<file path="config.mk">
export PLATFORM = sky130hd
export DESIGN_NAME = swf_supervisor
export DESIGN_NICKNAME = d
export VERILOG_FILES = /design/src/logic/swf_deglitch.v /design/src/logic/swf_frame_check.v /design/src/logic/swf_supervisor.v
export VERILOG_INCLUDE_DIRS = /design/src /design/src/logic
export SDC_FILE = /design/constraint.sdc
export NUM_CORES = 1
export LEC_CHECK = 0
export ABC_AREA = 1
export BUFFER_PORTS_ARGS = -buffer_cell sky130_fd_sc_hd__clkbuf_2
export CAP_MARGIN = 20
export CORE_MARGIN = 1.5
export CORE_UTILIZATION = 57
export DETAILED_ROUTE_END_ITERATION = 10
export PLACE_DENSITY_LB_ADDON = 0.25
export SYNTH_ARGS = -nofsm -noshare
export SYNTH_HDL_FRONTEND = slang
export SYNTH_HIERARCHICAL = 1
export SYNTH_SLANG_ARGS = --single-unit
export TNS_END_PERCENT = 30
</file>
<file path="constraint.sdc">
create_clock -name sys_clk -period 2 [get_ports sys_clk]
set_input_delay 0.4 -clock sys_clk [delete_from_list [all_inputs] [get_ports sys_clk]]
set_output_delay 0.4 -clock sys_clk [all_outputs]
set_load 0.01 [all_outputs]
</file>
<file path="src/logic/swf_defines.vh">
`ifndef SWF_DEFINES_VH
`define SWF_DEFINES_VH

// ****************************************
// system clock
// ****************************************
`define SWF_SYS_CLK_KHZ 40000
`define SWF_SYS_CLK_MHZ 40

// ****************************************
// printed times
// ****************************************
`define SWF_T_IN_DGL_US 200
`define SWF_T_RST_DGL_US 10
`define SWF_T_CLK_DGL_NS 2000
`define SWF_T_WD_SHORT_MS 32
`define SWF_T_WD_LONG_MS 128
`define SWF_F_CLK_LOW_HZ 100

// ****************************************
// derived cycle counts
// ****************************************
`define SWF_IN_DGL_CYC (`SWF_T_IN_DGL_US * `SWF_SYS_CLK_MHZ)
`define SWF_RST_DGL_CYC (`SWF_T_RST_DGL_US * `SWF_SYS_CLK_MHZ)
`define SWF_CLK_DGL_CYC ((`SWF_T_CLK_DGL_NS * `SWF_SYS_CLK_MHZ) / 1000)
`define SWF_WD_SHORT_CYC (`SWF_T_WD_SHORT_MS * `SWF_SYS_CLK_KHZ)
`define SWF_WD_LONG_CYC (`SWF_T_WD_LONG_MS * `SWF_SYS_CLK_KHZ)
`define SWF_CLK_LOW_CYC ((`SWF_SYS_CLK_KHZ * 1000) / `SWF_F_CLK_LOW_HZ)

// ****************************************
// widths and field positions
// ****************************************
`define SWF_DGL_CNT_W 14
`define SWF_LONG_CNT_W 23
`define SWF_FRAME_W 16
`define SWF_EDGE_CNT_W 8
`define SWF_FRAME_MOD_MSB 3
`define SWF_WD_BIT_POS 15
`define SWF_NUM_CH 4

// ****************************************
// mode states
// ****************************************
`define SWF_ST_SLEEP 2'h0
`define SWF_ST_NORMAL 2'h1
`define SWF_ST_FAIL 2'h2

`endif

</file>
<file path="src/logic/swf_deglitch.v">
`timescale 1ns/1ps
`default_nettype none
`include "swf_defines.vh"

module swf_deglitch #(
  parameter [`SWF_DGL_CNT_W-1:0] DGL_CYC = 14'h0050,
  parameter FALL_ONLY = 0
) (
  // clock and control
  input wire sys_clk,
  input wire srst,
  input wire clk_en,
  // pin and filtered level
  input wire pin_in,
  output reg filt_out
);

  reg sync_a;
  reg sync_b;
  reg [`SWF_DGL_CNT_W-1:0] cnt;

  // ****************************************
  // two-stage sync, then a stability counter
  // ****************************************
  always @(posedge sys_clk) begin
    if (srst) begin
      sync_a <= 1'b0;
      sync_b <= 1'b0;
      cnt <= {`SWF_DGL_CNT_W{1'b0}};
      filt_out <= 1'b0;
    end else if (clk_en) begin
      sync_a <= pin_in;
      sync_b <= sync_a;
      if (sync_b == filt_out) begin
        cnt <= {`SWF_DGL_CNT_W{1'b0}};
      end else if (FALL_ONLY != 0 && sync_b) begin
        // rising edge passes unfiltered
        filt_out <= 1'b1;
        cnt <= {`SWF_DGL_CNT_W{1'b0}};
      end else if (cnt >= DGL_CYC - 1'b1) begin
        filt_out <= sync_b;
        cnt <= {`SWF_DGL_CNT_W{1'b0}};
      end else begin
        cnt <= cnt + 1'b1;
      end
    end
  end

endmodule // swf_deglitch

`default_nettype wire

</file>
<file path="src/logic/swf_frame_check.v">
`timescale 1ns/1ps
`default_nettype none
`include "swf_defines.vh"

module swf_frame_check (
  // clock and control
  input wire sys_clk,
  input wire srst,
  input wire clk_en,
  // serial pins
  input wire serial_frame_select_n,
  input wire serial_clock_pin,
  input wire serial_data_in,
  // frame results
  output reg frame_done,
  output reg frame_len_err,
  output reg [`SWF_FRAME_W-1:0] frame_word
);

  reg [2:0] sel_s;
  reg [2:0] sck_s;
  reg [1:0] sdi_s;
  reg [`SWF_EDGE_CNT_W-1:0] edge_cnt;
  reg any_edge;
  wire sel_end = sel_s[1] & ~sel_s[2];
  wire sel_start = ~sel_s[1] & sel_s[2];
  wire sck_rise = sck_s[1] & ~sck_s[2];

  // ****************************************
  // edge count per select period
  // ****************************************
  always @(posedge sys_clk) begin
    if (srst) begin
      sel_s <= 3'h7;
      sck_s <= 3'h0;
      sdi_s <= 2'h0;
      edge_cnt <= {`SWF_EDGE_CNT_W{1'b0}};
      any_edge <= 1'b0;
      frame_done <= 1'b0;
      frame_len_err <= 1'b0;
      frame_word <= {`SWF_FRAME_W{1'b0}};
    end else if (clk_en) begin
      sel_s <= {sel_s[1:0], serial_frame_select_n};
      sck_s <= {sck_s[1:0], serial_clock_pin};
      sdi_s <= {sdi_s[0], serial_data_in};
      frame_done <= sel_end;
      if (sel_start) begin
        edge_cnt <= {`SWF_EDGE_CNT_W{1'b0}};
        any_edge <= 1'b0;
      end else if (!sel_s[1] && sck_rise) begin
        edge_cnt <= edge_cnt + 1'b1;
        any_edge <= 1'b1;
        frame_word <= {frame_word[`SWF_FRAME_W-2:0], sdi_s[1]};
      end
      // high bits wrap harmlessly, so only the low bits are checked
      if (sel_end) begin
        frame_len_err <= ~any_edge | (|edge_cnt[`SWF_FRAME_MOD_MSB:0]); // [RQ4]
      end
    end
  end

endmodule // swf_frame_check

`default_nettype wire

</file>
<file path="src/logic/swf_supervisor.v">
// Notes on behaviour
// RQ1 - any serial link fault forces the device out of normal into fail mode
// RQ2 - host inverts the toggle bit every frame; unchanged bit is a link fault
// RQ3 - no valid frame within 32 ms or 128 ms, by select bit, is a fault
// RQ4 - clock edges per select period not a multiple of 16 is a fault
// RQ5 - stuck data or dead supply only show up as toggle mismatch
// RQ6 - a link fault sets the fault flag, returned in the next transfer
// RQ7 - fault flag stays set for the whole time in fail mode
// RQ8 - fault flag clears on the step from fail back to normal mode
// RQ9 - fail input and four direct inputs filtered on both edges, 200 us
// RQ10 - fail input high past the filter time raises fail request, enters fail
// RQ11 - direct input high past the filter time drives its output filtered
// RQ12 - reset pin filtered 10 us on falling edge only, rising passes at once
// RQ13 - external clock filtered 2.0 us both edges; too fast counts as failure
// RQ14 - clock monitoring starts right at the rising edge of the reset pin
// RQ15 - clock below 100 Hz: outputs follow channel on bits, not duty cycle
// RQ16 - clock back in limits: outputs return to programmed duty cycle
// RQ17 - clock failure flag clears only once gone and status 1 is read; here a low filtered reset pin also clears it
// RQ18 - external switch control driven in normal mode from channel 6 setting
// RQ19 - external switch control held off in sleep and fail modes
// RQ20 - in fail mode each output follows its filtered direct input
// RQ21 - present fail input level reported as its own status bit
// RQ22 - toggle compared against previous valid frame; timeout restarts each frame; here a frame with a length error does not restart it
`timescale 1ns/1ps
`default_nettype none
`include "swf_defines.vh"

module swf_supervisor #(
  parameter [`SWF_DGL_CNT_W-1:0] IN_DGL_CYC = `SWF_IN_DGL_CYC,
  parameter [`SWF_LONG_CNT_W-1:0] WD_SHORT_CYC = `SWF_WD_SHORT_CYC,
  parameter [`SWF_LONG_CNT_W-1:0] WD_LONG_CYC = `SWF_WD_LONG_CYC,
  parameter [`SWF_LONG_CNT_W-1:0] CLK_LOW_CYC = `SWF_CLK_LOW_CYC
) (
  // clock, reset, enable
  input wire sys_clk,
  input wire srst,
  input wire clk_en,
  // direct pins
  input wire active_low_reset_pin,
  input wire fail_mode_pin,
  input wire [`SWF_NUM_CH-1:0] direct_channel_inputs,
  input wire ext_pwm_clock_pin,
  // serial link pins
  input wire serial_frame_select_n,
  input wire serial_clock_pin,
  input wire serial_data_in,
  // control bits from the register logic
  input wire watchdog_period_select,
  input wire [`SWF_NUM_CH-1:0] channel_on_control_bit,
  input wire [`SWF_NUM_CH-1:0] pwm_channel_drive,
  input wire channel6_setting,
  input wire quick_status1_read,
  // outputs
  output reg [`SWF_NUM_CH-1:0] power_out,
  output reg external_switch_control_out,
  // status
  output reg serial_link_fault_flag,
  output reg fail_input_level,
  output reg clock_fail_flag,
  output reg fail_mode,
  output reg sleep_mode
);

  // ****************************************
  // state encodings and filter lengths
  // ****************************************
  localparam [1:0] ST_SLEEP = `SWF_ST_SLEEP;
  localparam [1:0] ST_NORMAL = `SWF_ST_NORMAL;
  localparam [1:0] ST_FAIL = `SWF_ST_FAIL;
  localparam [`SWF_DGL_CNT_W-1:0] RST_DGL_CYC = `SWF_RST_DGL_CYC;
  localparam [`SWF_DGL_CNT_W-1:0] CLK_DGL_CYC = `SWF_CLK_DGL_CYC;

  // ****************************************
  // declarations
  // ****************************************
  wire reset_pin_filt;
  wire filtered_fail_request;
  wire [`SWF_NUM_CH-1:0] filtered_direct_input;
  wire ext_clk_filt;
  wire frame_done;
  wire frame_len_err;
  wire [`SWF_FRAME_W-1:0] frame_word;

  reg [1:0] mode_state;
  reg [1:0] next_mode_state;
  reg prev_toggle;
  reg have_prev;
  reg [`SWF_LONG_CNT_W-1:0] wd_cnt;
  reg ext_clk_d;
  reg [`SWF_LONG_CNT_W-1:0] clk_gap_cnt;
  reg clk_fail_cond;

  wire toggle_bit;
  wire frame_valid;
  wire toggle_err;
  wire wd_timeout;
  wire link_fault;
  wire frame_good;
  wire [`SWF_LONG_CNT_W-1:0] wd_limit;
  wire ext_clk_rise;

  // saturating up-count shared by both long timers
  function [`SWF_LONG_CNT_W-1:0] sat_inc;
    input [`SWF_LONG_CNT_W-1:0] val;
    input [`SWF_LONG_CNT_W-1:0] lim;
    begin
      if (val >= lim) begin
        sat_inc = lim;
      end else begin
        sat_inc = val + 1'b1;
      end
    end
  endfunction

  // ****************************************
  // input filters
  // ****************************************
  swf_deglitch #(
    .DGL_CYC(RST_DGL_CYC),
    .FALL_ONLY(1)
  ) u_rst_dgl (
    .sys_clk(sys_clk),
    .srst(srst),
    .clk_en(clk_en),
    .pin_in(active_low_reset_pin), // [RQ12]
    .filt_out(reset_pin_filt)
  );

  swf_deglitch #(
    .DGL_CYC(IN_DGL_CYC),
    .FALL_ONLY(0)
  ) u_fail_dgl (
    .sys_clk(sys_clk),
    .srst(srst),
    .clk_en(clk_en),
    .pin_in(fail_mode_pin), // [RQ9]
    .filt_out(filtered_fail_request)
  );

  genvar gi;
  generate
    for (gi = 0; gi < `SWF_NUM_CH; gi = gi + 1) begin : g_in_dgl
      swf_deglitch #(
        .DGL_CYC(IN_DGL_CYC),
        .FALL_ONLY(0)
      ) u_in_dgl (
        .sys_clk(sys_clk),
        .srst(srst),
        .clk_en(clk_en),
        .pin_in(direct_channel_inputs[gi]), // [RQ9]
        .filt_out(filtered_direct_input[gi])
      );
    end
  endgenerate

  // a clock faster than the filter never gets through, so it reads as stopped
  swf_deglitch #(
    .DGL_CYC(CLK_DGL_CYC),
    .FALL_ONLY(0)
  ) u_clk_dgl (
    .sys_clk(sys_clk),
    .srst(srst),
    .clk_en(clk_en),
    .pin_in(ext_pwm_clock_pin), // [RQ13]
    .filt_out(ext_clk_filt)
  );

  // ****************************************
  // serial frame length check
  // ****************************************
  swf_frame_check u_frame (
    .sys_clk(sys_clk),
    .srst(srst),
    .clk_en(clk_en),
    .serial_frame_select_n(serial_frame_select_n),
    .serial_clock_pin(serial_clock_pin),
    .serial_data_in(serial_data_in),
    .frame_done(frame_done),
    .frame_len_err(frame_len_err),
    .frame_word(frame_word)
  );

  // ****************************************
  // watchdog checks
  // ****************************************
  assign toggle_bit = frame_word[`SWF_WD_BIT_POS];
  assign frame_valid = frame_done & ~frame_len_err;
  // stuck data or dead supply has no detector of its own
  assign toggle_err = frame_valid & have_prev & (toggle_bit == prev_toggle); // [RQ2] [RQ5]
  assign wd_limit = watchdog_period_select ? WD_LONG_CYC : WD_SHORT_CYC;
  assign wd_timeout = (mode_state != ST_SLEEP) && (wd_cnt >= wd_limit - 1'b1); // [RQ3]
  assign link_fault = (frame_done & frame_len_err) | toggle_err | wd_timeout; // [RQ4]
  assign frame_good = frame_valid & ~toggle_err;

  always @(posedge sys_clk) begin
    if (srst) begin
      prev_toggle <= 1'b0;
      have_prev <= 1'b0;
      wd_cnt <= {`SWF_LONG_CNT_W{1'b0}};
    end else if (clk_en) begin
      if (mode_state == ST_SLEEP) begin
        have_prev <= 1'b0;
        wd_cnt <= {`SWF_LONG_CNT_W{1'b0}};
      end else if (frame_valid) begin
        prev_toggle <= toggle_bit; // [RQ22]
        have_prev <= 1'b1;
        wd_cnt <= {`SWF_LONG_CNT_W{1'b0}}; // [RQ22]
      end else if (wd_timeout) begin
        wd_cnt <= {`SWF_LONG_CNT_W{1'b0}};
      end else begin
        wd_cnt <= sat_inc(wd_cnt, wd_limit);
      end
    end
  end

  // ****************************************
  // mode sequencing
  // ****************************************
  always @* begin
    next_mode_state = mode_state;
    case (mode_state)
      ST_SLEEP: begin
        if (reset_pin_filt) begin
          // a bad frame caught on the wake-up cycle must not be lost
          if (filtered_fail_request || link_fault) begin
            next_mode_state = ST_FAIL; // [RQ1]
          end else begin
            next_mode_state = ST_NORMAL;
          end
        end
      end
      ST_NORMAL: begin
        if (link_fault || filtered_fail_request) begin
          next_mode_state = ST_FAIL; // [RQ1] [RQ10]
        end
      end
      ST_FAIL: begin
        // leaving needs a clean frame and no fail request
        if (frame_good && !filtered_fail_request && !link_fault) begin
          next_mode_state = ST_NORMAL;
        end
      end
      default: begin
        next_mode_state = ST_SLEEP;
      end
    endcase
    if (!reset_pin_filt) begin
      next_mode_state = ST_SLEEP;
    end
  end

  always @(posedge sys_clk) begin
    if (srst) begin
      mode_state <= ST_SLEEP;
      serial_link_fault_flag <= 1'b0;
    end else if (clk_en) begin
      mode_state <= next_mode_state;
      if (next_mode_state == ST_SLEEP) begin
        serial_link_fault_flag <= 1'b0;
      end else if (link_fault) begin
        serial_link_fault_flag <= 1'b1; // [RQ6] [RQ7]
      end else if (mode_state == ST_FAIL && next_mode_state == ST_NORMAL) begin
        serial_link_fault_flag <= 1'b0; // [RQ8]
      end
    end
  end

  // ****************************************
  // external clock monitor
  // ****************************************
  assign ext_clk_rise = ext_clk_filt & ~ext_clk_d;

  always @(posedge sys_clk) begin
    if (srst) begin
      ext_clk_d <= 1'b0;
      clk_gap_cnt <= {`SWF_LONG_CNT_W{1'b0}};
      clk_fail_cond <= 1'b0;
      clock_fail_flag <= 1'b0;
    end else if (clk_en) begin
      ext_clk_d <= ext_clk_filt;
      if (!reset_pin_filt) begin
        // held at zero so counting starts on the reset release edge
        clk_gap_cnt <= {`SWF_LONG_CNT_W{1'b0}}; // [RQ14]
        clk_fail_cond <= 1'b0;
        clock_fail_flag <= 1'b0;
      end else begin
        if (ext_clk_rise) begin
          clk_gap_cnt <= {`SWF_LONG_CNT_W{1'b0}};
          clk_fail_cond <= 1'b0; // [RQ16]
        end else begin
          clk_gap_cnt <= sat_inc(clk_gap_cnt, CLK_LOW_CYC);
          if (clk_gap_cnt >= CLK_LOW_CYC - 1'b1) begin
            clk_fail_cond <= 1'b1; // [RQ15]
          end
        end
        if (clk_fail_cond) begin
          clock_fail_flag <= 1'b1;
        end else if (quick_status1_read) begin
          clock_fail_flag <= 1'b0; // [RQ17]
        end
      end
    end
  end

  // ****************************************
  // output steering
  // ****************************************
  always @(posedge sys_clk) begin
    if (srst) begin
      power_out <= {`SWF_NUM_CH{1'b0}};
      external_switch_control_out <= 1'b0;
      fail_input_level <= 1'b0;
      fail_mode <= 1'b0;
      sleep_mode <= 1'b1;
    end else if (clk_en) begin
      fail_input_level <= filtered_fail_request; // [RQ21]
      fail_mode <= (mode_state == ST_FAIL);
      sleep_mode <= (mode_state == ST_SLEEP);
      case (mode_state)
        ST_NORMAL: begin
          if (clk_fail_cond) begin
            power_out <= channel_on_control_bit; // [RQ15]
          end else begin
            power_out <= pwm_channel_drive; // [RQ16]
          end
          external_switch_control_out <= channel6_setting; // [RQ18]
        end
        ST_FAIL: begin
          power_out <= filtered_direct_input; // [RQ11] [RQ20]
          external_switch_control_out <= 1'b0; // [RQ19]
        end
        default: begin
          power_out <= {`SWF_NUM_CH{1'b0}};
          external_switch_control_out <= 1'b0; // [RQ19]
        end
      endcase
    end
  end

endmodule // swf_supervisor

`default_nettype wire

</file>
==> results of run 1 <==
routing by layer:
metal  vias to the layer above  track usage  share of wire
met4                         0       0.0657          0.020
li1                       5787            -              -
met1                      5088        0.330           0.46
met2                       236        0.430           0.47
met3                        51       0.0303          0.045
met5                         -            0              0
registers in the layout (all words and copies together), names as in the netlist, 2 cells and up:
register and cells:
g_in_dgl.u_in_dgl/cnt 56, clk_gap_cnt 23, wd_cnt 23, u_frame/frame_word 16, u_clk_dgl/cnt 14, u_fail_dgl/cnt 14, u_rst_dgl/cnt 14, g_in_dgl.u_in_dgl/filt_out 4
g_in_dgl.u_in_dgl/sync_a 4, g_in_dgl.u_in_dgl/sync_b 4, power_out 4, u_frame/edge_cnt 4, u_frame/sck_s 3, u_frame/sel_s 3, mode_state 2, u_frame/sdi_s 2
cell usage after synthesis, types with 5 or more instances:
master / instances / area (µm²)
nand2_1: 430 / 1610
nor2_1: 223 / 837
o21ai_1: 25 / 125
nand3b_1: 11 / 82.6
a21oi_2: 16 / 140
xnor2_1: 5 / 43.8
dfxtp_1: 212 / 4240
nor3_1: 19 / 95.1
buf_2: 8 / 40.0
o21ai_0: 81 / 405
nor2_4: 13 / 146
nor3_2: 9 / 90.1
a21oi_1: 152 / 761
inv_1: 160 / 601
buf_6: 12 / 135
inv_2: 10 / 37.5
nand4_1: 38 / 238
o21bai_1: 7 / 52.6
nand2_2: 22 / 138
nor4_1: 6 / 37.5
buf_4: 8 / 60.1
nor2_2: 16 / 100
ha_1: 27 / 338
nand3_1: 124 / 621
nand3_2: 10 / 100
clkbuf_1: 27 / 101
xor2_1: 22 / 193
power groups by stage:
stage	Combinational [W]	Sequential [W]	Clock [W]
CTS	0.000483	0.00432	0.00435
detailed placement	0.000480	0.00441	0
floorplan	0.000304	0.00440	0
global placement	0.000472	0.00441	0
global route	0.000563	0.00432	0.00450
finish	0.000506	0.00432	0.00426
worst max-delay path by stage:
stage	startpoint	end	slack, ns
final	watchdog_period_select	wd_cnt[4]	-0.005
after global routing	wd_cnt[19]	serial_link_fault_flag	-0.16
after CTS	wd_cnt[22]	serial_link_fault_flag	-0.001
after detailed placement	watchdog_period_select	serial_link_fault_flag	-0.38
after global placement	watchdog_period_select	serial_link_fault_flag	-0.28
after floorplan	watchdog_period_select	wd_cnt[10]	-0.09
critical path, stage by stage:
cell and delay [ns]:
buf_4 0.14, clkinvlp_4 0.16, buf_4 0.17, ha_4 0.24
a21oi_1 0.17, nand2_1 0.08, a21oi_2 0.15, nand2_2 0.10
buf_4 0.14, nor4_4 0.19, buf_4 0.22, o2111ai_1 0.11
a21oi_1 0.16
timing repair:
action | 4_1_cts | 5_1_grt
pin swaps | 2 | 22
setup buffers | 1 | 11
cloned | 0 | 0
resized for setup | 4 | 55
hold buffers | 0 | 0
setup endpoints to repair | 3 | 26
layout make-up:
| type | instances | area, µm² |
|---|---|---|
| fill | 1734 | 6690 |
| sequential | 212 | 4260 |
| inverter | 171 | 648 |
| multi-input combinational | 1285 | 6680 |
| clock inverter | 7 | 93.8 |
| tap | 270 | 338 |
| timing repair buffer | 107 | 798 |
| clock buffer | 33 | 663 |
per-stage QoR:
| step | cells | hold slack [ns] | power [W] | setup WS (ns) |
|---|---|---|---|---|
| global placement | 2033 | 0.424 | 0.00488 | -0.285 |
| floorplan | 1723 | 0.414 | 0.00471 | -0.0933 |
| global route | 2085 | 0.130 | 0.00939 | -0.156 |
| finish | 2085 | 0.115 | 0.00908 | -0.00505 |
| CTS | 2074 | 0.0994 | 0.00915 | -0.00138 |
| detailed placement | 2033 | 0.428 | 0.00489 | -0.378 |
kinds of logic after synthesis:
family / count (synthesis)
AND/OR/NAND/NOR: 935
XOR/XNOR: 27
AO/OA/AOI/OAI: 296
flip-flops: 212
adder cells (fa/ha/maj): 27
buffers and inverters: 226
==> results.yml, run 1 <==
critical_path:
  r2r.worst_path.cells: 14
  worstPathMaxFanout: 6
  worstPathArrival_ns: 2.44
  r2r-end: "serial_link_fault_flag"
  ff2ff_setup_slack_ns: -0.005
  start_kind: "primary input"
  crit_path_end_kind: "register"
  path_class: "primary input to register"
  reg2reg_from: "wd_cnt[19]"
  cp.required_ns: 2.44
global_route:
  grt_pass1_wl_mm: 46.0
  grt_overflow: 0
  grtUsageTotal: 0.249
  grt_pass1_vias: 10200
  grt_max_degree: 45
  antenna_found_initial: 0
synthesis:
  ys_warn_count: 6
  synth_mux_area_frac: 0
  yosysSeqAreaShare: 0.364
  syn_inst: 1723
  synth_fp_nets: 1774
  synthAdderAreaFrac: 0.0289
  synth_top_family_by_area: "simple AND/OR/NAND/NOR gates"
  synthDistinctLibCells: 45
  synth_edf_count: 0
  synth_compound_area_frac: 0.139
  synth_ff_type: "dfxtp_1"
  synthesis.area_um2: 11700
  synthArstFlopShare: 0
  yosys.area_share.simple: 0.365
  synthXorXnorAreaFrac: 0.0203
  yosys_register_bits: 212
  synth_area_per_cell_um2: 6.78
worst_hold_path:
  hold_start: "serial_clock_pin"
  holdPathStages: 3
  min_path_type: "primary input to register"
  holdPathEnd: "u_frame/sck_s[0]"
cells_and_area:
  fin_util: 0.668
  layout.nets: 1851
  layout-drive-gt1-share: 0.160
  syn2layout_area_growth_pct: 15.5
  diodes: 0
  final_cell_mix: "nand2_1, nor2_1, dfxtp_1, inv_1, a21oi_1"
  final_common_cell: "nand2_1"
  fin_area_um2: 13500
power:
  p_leak_nw: 5.25
  pwr-share-comb: 0.056
  internal_power_w: 0.00701
  ir_worst_vdd_mv: 0.578
  p_per_area_nw_per_um2: 674
  p_sw_w: 0.00207
  p_seq_frac: 0.475
  power_frac_clock: 0.469
  swShare: 0.228
sta:
  max-slew-margin-rel: 0.604
  hold_violations: 0
  fin_crit_ns: 2.01
  fmax_mhz: 499
  setup_violations: 2
  drv_slew: 0
  period_share: 1.00
  setup-tns-final_ns: -0.00619
  fin_ws_ns: -0.00505
  tightest_slew_ns: 0.594
  finClkSkew_ns: 0.00915
  rsz0062_at_grt: "yes"
route:
  drt_iter0_drc: 682
  wire_per_inst_um: 13.1
  ant_nets: 0
  via_per_inst: 5.35
  drc: 0
  dr.pass1.iters: 9
  vias: 11200
  wl_mm: 27.2
cts:
  clkLatencyLatePin_ns: 0.51
  cts_buffer_depth: 3
  clockRootBuffer: "clkbuf_16"
  cts_sinks: 212
  cts_tree: "built"
  cts_buffers: 23
  h-tree-depth: 1
  path_clk_slew_ns: 0.06
floorplanning:
  die_w_um: 146
  fp.dieH_um: 146
  core_area_um2: 20200
  initial_core_util: 0.579
  ios: 34
  num_rows: 52
  dieArea_um2: 21300
placement:
  place_congestion: 0.942
  io_buffers: 33
  placed_cell_area_um2: 12400
  dp.final_hpwl_mm: 18.6
status:
  status: "finished, violations left"
  violations: "negative setup slack"
job:
  maxCapViolCount: 0
(Power assumes the default switching activity.)
==> run 2: changes to the inputs <==
--- a/config.mk
+++ b/config.mk
@@ -9,8 +9,10 @@
 export ABC_AREA = 1
 export BUFFER_PORTS_ARGS = -buffer_cell sky130_fd_sc_hd__clkbuf_2
 export CAP_MARGIN = 20
+export CELL_PAD_IN_SITES_DETAIL_PLACEMENT = 0
+export CELL_PAD_IN_SITES_GLOBAL_PLACEMENT = 2
 export CORE_MARGIN = 1.5
-export CORE_UTILIZATION = 57
+export CORE_UTILIZATION = 32
 export DETAILED_ROUTE_END_ITERATION = 10
 export PLACE_DENSITY_LB_ADDON = 0.25
 export SYNTH_ARGS = -nofsm -noshare
==> results.yml, run 2 (synthesis gave the netlist of run 1 again) <==
status:
  status: "finished, violations left"
  violations: "design-rule violations"
cells_and_area:
  final_common_cell: "nand2_1"
  largest_reg_flops: 56
  layout.nets: 1890
  largest-register: "g_in_dgl.u_in_dgl/cnt"
  final_cell_mix: "nand2_1, nor2_1, dfxtp_1, inv_1, a21oi_1"
  largestRegisters: "g_in_dgl.u_in_dgl/cnt: 56 flops, clk_gap_cnt: 23 flops, wd_cnt: 23 flops"
  layout-drive-gt1-share: 0.186
  fin_area_um2: 14300
  seqCellArea_um2: 4270
  fill_cells: 3839
  diodes: 0
  syn2layout_area_growth_pct: 22.1
  multi_input_area_um2: 6720
global_route:
  grt_pass1_wl_mm: 52.3
  grtUsageMet3: 0.0231
  busiest_layer: "met2"
  grt_max_degree: 49
  grtUsageTotal: 0.165
  grt_overflow: 0
  met1_usage: 0.224
  grt_pass1_vias: 10500
  antenna_found_initial: 0
  met2_usage: 0.275
power:
  internal_power_w: 0.00784
  swShare: 0.234
  p_seq_frac: 0.422
  power_frac_clock: 0.526
  ir_worst_vdd_mv: 0.548
  pwr-share-comb: 0.052
  p_leak_nw: 5.55
  p_sw_w: 0.00239
  p_per_area_nw_per_um2: 718
critical_path:
  max_stage_delay_ns: 0.36
  path_class: "register to register"
  start_kind: "register"
  worstPathArrival_ns: 2.45
  worstPathMaxFanout: 6
  worstPathCellList: "ha_4, nand2_2, nand2_1, nand2_1, nand2_1, a21oi_2, nand2_2, o21bai_4, nand3_2, nand2_1, nand2_1, nand2_1, nand3_1, nand3_1, nand2_1, inv_1"
  crit_path_frequent_cell: "nand2_1"
  cp_slowest_cell: "dfxtp_4"
  cp.buffers_inverters: 1
  crit_family: "simple AND/OR/NAND/NOR gates"
  cp.required_ns: 2.50
  crit_path_end_kind: "register"
route:
  ant_nets: 0
  vias: 11000
  drt_iter0_drc: 514
  drc: 2
  dr.pass1.iters: 10
  wire_per_inst_um: 13.4
  wl_mm: 31.0
  via_per_inst: 4.76
sta:
  rsz0062_at_grt: "yes"
  tightest_slew_ns: 0.663
  fin_crit_ns: 1.95
  finClkSkew_ns: 0.00791
  hold_violations: 0
  drv_slew: 0
  max-slew-margin-rel: 0.553
  fmax_mhz: 513
  fin_ws_ns: 0.0489
  period_share: 0.976
  setup_violations: 0
floorplanning:
  core_area_um2: 35700
  dieArea_um2: 37600
  fp.dieH_um: 194
  die_w_um: 194
  initial_core_util: 0.327
  ios: 34
  num_rows: 69
placement:
  dp.final_hpwl_mm: 21.7
  io_buffers: 33
  pre_cts_ws_ns: -0.371
  place_congestion: 0.831
  placed_cell_area_um2: 12900
cts:
  clockRootBuffer: "clkbuf_16"
  cts_hold_buf: 0
  cts_buffers: 27
  cts_sinks: 212
  clkLatencyLatePin_ns: 0.56
  h-tree-depth: 1
  cts_tree: "built"
  cts_buffer_depth: 3
  path_clk_slew_ns: 0.06
job:
  maxCapViolCount: 0
worst_hold_path:
  min_path_type: "primary input to register"
## run 2: final cells by class
class,instances,area share
multi-input combinational,1285,0.471
tap,461,0.0405
timing repair buffer,142,0.0746
sequential,212,0.299
clock inverter,16,0.0180
clock buffer,33,0.0511
inverter,171,0.0455
## run 2: final timing paths
path                                 end                     start  slack (ns)  cells past startpoint
max               serial_link_fault_flag                wd_cnt[20]        0.05                     16
min          g_in_dgl[1].u_in_dgl/sync_a  direct_channel_inputs[1]        0.06                      3
max reg2reg       serial_link_fault_flag                wd_cnt[20]        0.05                     16
min reg2reg             u_rst_dgl/cnt[9]          u_rst_dgl/cnt[9]        0.44                      2
## run 2: metal layers
layer  wire [µm]  part of all wire
met1       15300              0.49
met2       14200              0.46
met3         920             0.030
met4         668             0.022
met5           0                 0
## run 2: worst min-delay path, delay by kind of cell
family	cells	cell delay, ns
buffers and inverters	1	0.08
AND/OR/NAND/NOR	2	0.11
## run 2: stage by stage
stage                util  total power [W]  setup TNS (ns)  hold WS, ns  std cells
floorplan               -          0.00471           -1.00        0.414       1723
global placement    0.361          0.00493           -7.24        0.425       2266
detailed placement  0.361          0.00493           -8.48        0.427       2266
CTS                 0.390           0.0104         -0.0436       0.0372       2316
global route        0.399           0.0106           -1.24       0.0742       2320
finish              0.399           0.0102               0       0.0647       2320
## run 2: power groups by stage
stage	logic, W	registers [W]	clock network, W
after global placement	0.000520	0.00441	0
after CTS	0.000523	0.00432	0.00557
final	0.000532	0.00432	0.00538
after global routing	0.000598	0.00432	0.00572
after detailed placement	0.000520	0.00441	0
after floorplan	0.000304	0.00440	0
## run 2: repair_timing
action	CTS	global route
buffers inserted	1	4
gates resized for setup	8	68
gates cloned	0	0
endpoints found under the setup margin	13	35
pin swaps	4	21
==> run 3: changes to the inputs <==
==> constraint.sdc (replaced) <==
create_clock -name sys_clk -period 1.7 [get_ports sys_clk]
set_input_delay 0.34 -clock sys_clk [delete_from_list [all_inputs] [get_ports sys_clk]]
set_output_delay 0.34 -clock sys_clk [all_outputs]
set_load 0.01 [all_outputs]
==> results.yml, run 3 (synthesis gave the netlist of run 1 again) <==
route:
  route.top_layer_used: "met4"
  wl_mm: 31.3
  drc: 3
  wl_met1_mm: 15.7
  route.met3.wl_um: 889
  wire_per_inst_um: 13.2
  dr.pass1.iters: 8
  wl_met2_mm: 14.1
  via_per_inst: 4.71
  ant_nets: 0
  vias: 11200
  drt_iter0_drc: 472
floorplanning:
  ios: 34
  num_rows: 69
  fp.dieH_um: 194
  initial_core_util: 0.327
  core_area_um2: 35700
  dieArea_um2: 37600
  die_w_um: 194
critical_path:
  crit_family: "simple AND/OR/NAND/NOR gates"
  start_kind: "register"
  worstPathMaxFanout: 7
  max_stage_delay_ns: 0.36
  worstPathCellList: "ha_4, nand2_4, inv_2, nand2_1, nand2_1, a21oi_2, nand2_2, nor4_4, buf_4, buf_8, o2111ai_1, a21oi_1"
  crit_path_end_kind: "register"
  cp_slowest_cell: "dfxtp_4"
  path_class: "register to register"
  cp.buffers_inverters: 3
  cp.required_ns: 2.17
  worstPathArrival_ns: 2.51
  crit_path_frequent_cell: "nand2_1"
cells_and_area:
  final_common_cell: "nand2_1"
  largest_reg_flops: 56
  layout-drive-gt1-share: 0.214
  fill_cells: 3722
  layout.nets: 1945
  largest-register: "g_in_dgl.u_in_dgl/cnt"
  seqCellArea_um2: 4260
  final_cell_mix: "nand2_1, nor2_1, dfxtp_1, inv_1, a21oi_1"
  largestRegisters: "g_in_dgl.u_in_dgl/cnt: 56 flops, clk_gap_cnt: 23 flops, wd_cnt: 23 flops"
  syn2layout_area_growth_pct: 26.5
  diodes: 0
  multi_input_area_um2: 6860
  finalNonFillerCells: 2373
sta:
  rsz0062_at_grt: "yes"
  period_share: 1.20
  fin_ws_ns: -0.338
  setup_violations: 35
  drv_slew: 0
  hold_violations: 0
  tightest_slew_ns: 0.677
  finClkSkew_ns: 0.00875
  fin_crit_ns: 2.04
  fmax_mhz: 491
  max-slew-margin-rel: 0.548
  setup-tns-final_ns: -7.84
placement:
  place_congestion: 0.807
  dp.final_hpwl_mm: 22.0
  dp.cells: 2312
  pre_cts_ws_ns: -0.640
  io_buffers: 33
global_route:
  grtUsageTotal: 0.167
  grt_max_degree: 54
  antenna_found_initial: 0
  grt_pass1_wl_mm: 53.2
  grt_pass1_vias: 10600
  grt_overflow: 0
power:
  design_power_total_w: 0.0113
  p_per_area_nw_per_um2: 764
  p_leak_nw: 5.81
  ir_worst_vdd_mv: 0.748
cts:
  cts_tree: "built"
  clockRootBuffer: "clkbuf_16"
  path_clk_slew_ns: 0.06
  cts_hold_buf: 0
  clkLatencyLatePin_ns: 0.54
  cts_buffers: 27
  cts_sinks: 212
  h-tree-depth: 1
  cts_buffer_depth: 3
job:
  maxCapViolCount: 0
status:
  violations: "design-rule violations, negative setup slack"
  status: "finished, violations left"
worst_hold_path:
  min_path_type: "primary input to register"
-- run 3: repair_timing --
item | in CTS | in global routing
gates resized for setup | 75 | 37
gates cloned | 1 | 0
endpoints found under the hold margin | 0 | 0
pin swaps | 21 | 26
buffers inserted | 9 | 4
setup endpoints to repair | 37 | 45
-- run 3: metrics by stage --
step,hold slack [ns],area (µm²),utilization
4_1_cts,0.0106,14600,0.408
6_report,0.0331,14800,0.413
2_1_floorplan,0.414,11700,-
3_3_place_gp,0.424,13300,0.373
5_1_grt,0.0290,14800,0.413
3_5_place_dp,0.427,13300,0.373
-- run 3: report_power, final --
group	leakage (nW)	switching, W	total, W	internal (W)
logic	3.67	0.000431	0.000708	0.000276
registers	1.72	0.0000445	0.00508	0.00504
clock network	0.415	0.00222	0.00549	0.00327
total	5.81	0.00269	0.0113	0.00858
-- run 3: path summary, 6_finish.rpt --
path                        startpoint                to  slack [ns]  cells past startpoint
setup / recovery            wd_cnt[18]         wd_cnt[4]       -0.34                     12
hold / removal    active_low_reset_pin  u_rst_dgl/sync_a        0.03                      3
setup reg to reg            wd_cnt[18]         wd_cnt[4]       -0.34                     12
hold reg to reg       u_clk_dgl/cnt[9]  u_clk_dgl/cnt[9]        0.44                      2
-- run 3: worst reg2reg max path, delay by kind of cell (launching register included) --
family | cells | cell delay (ns)
and+or+nand+nor | 5 | 0.63
AOI/OAI and AO/OA | 3 | 0.42
DFF | 1 | 0.36
buffers and inverters | 3 | 0.33
adders and majority gates | 1 | 0.23
-- run 3: layout make-up --
| type | instances | share of cell area |
|---|---|---|
| flip-flops and latches | 212 | 0.289 |
| well taps | 461 | 0.0391 |
| repair buffers | 196 | 0.106 |
| clock buffers | 39 | 0.0522 |
| inverters | 171 | 0.0446 |
| multi-input cells | 1285 | 0.464 |
| repair inverters | 1 | 0.000254 |
| clock inverters | 8 | 0.00483 |
-- run 3: per-layer routing --
layer | GRT usage | vias to the layer above
met5 | 0 | -
met4 | 0.0341 | 0
met3 | 0.0209 | 30
met2 | 0.273 | 113
met1 | 0.235 | 5068
li1 | - | 5977
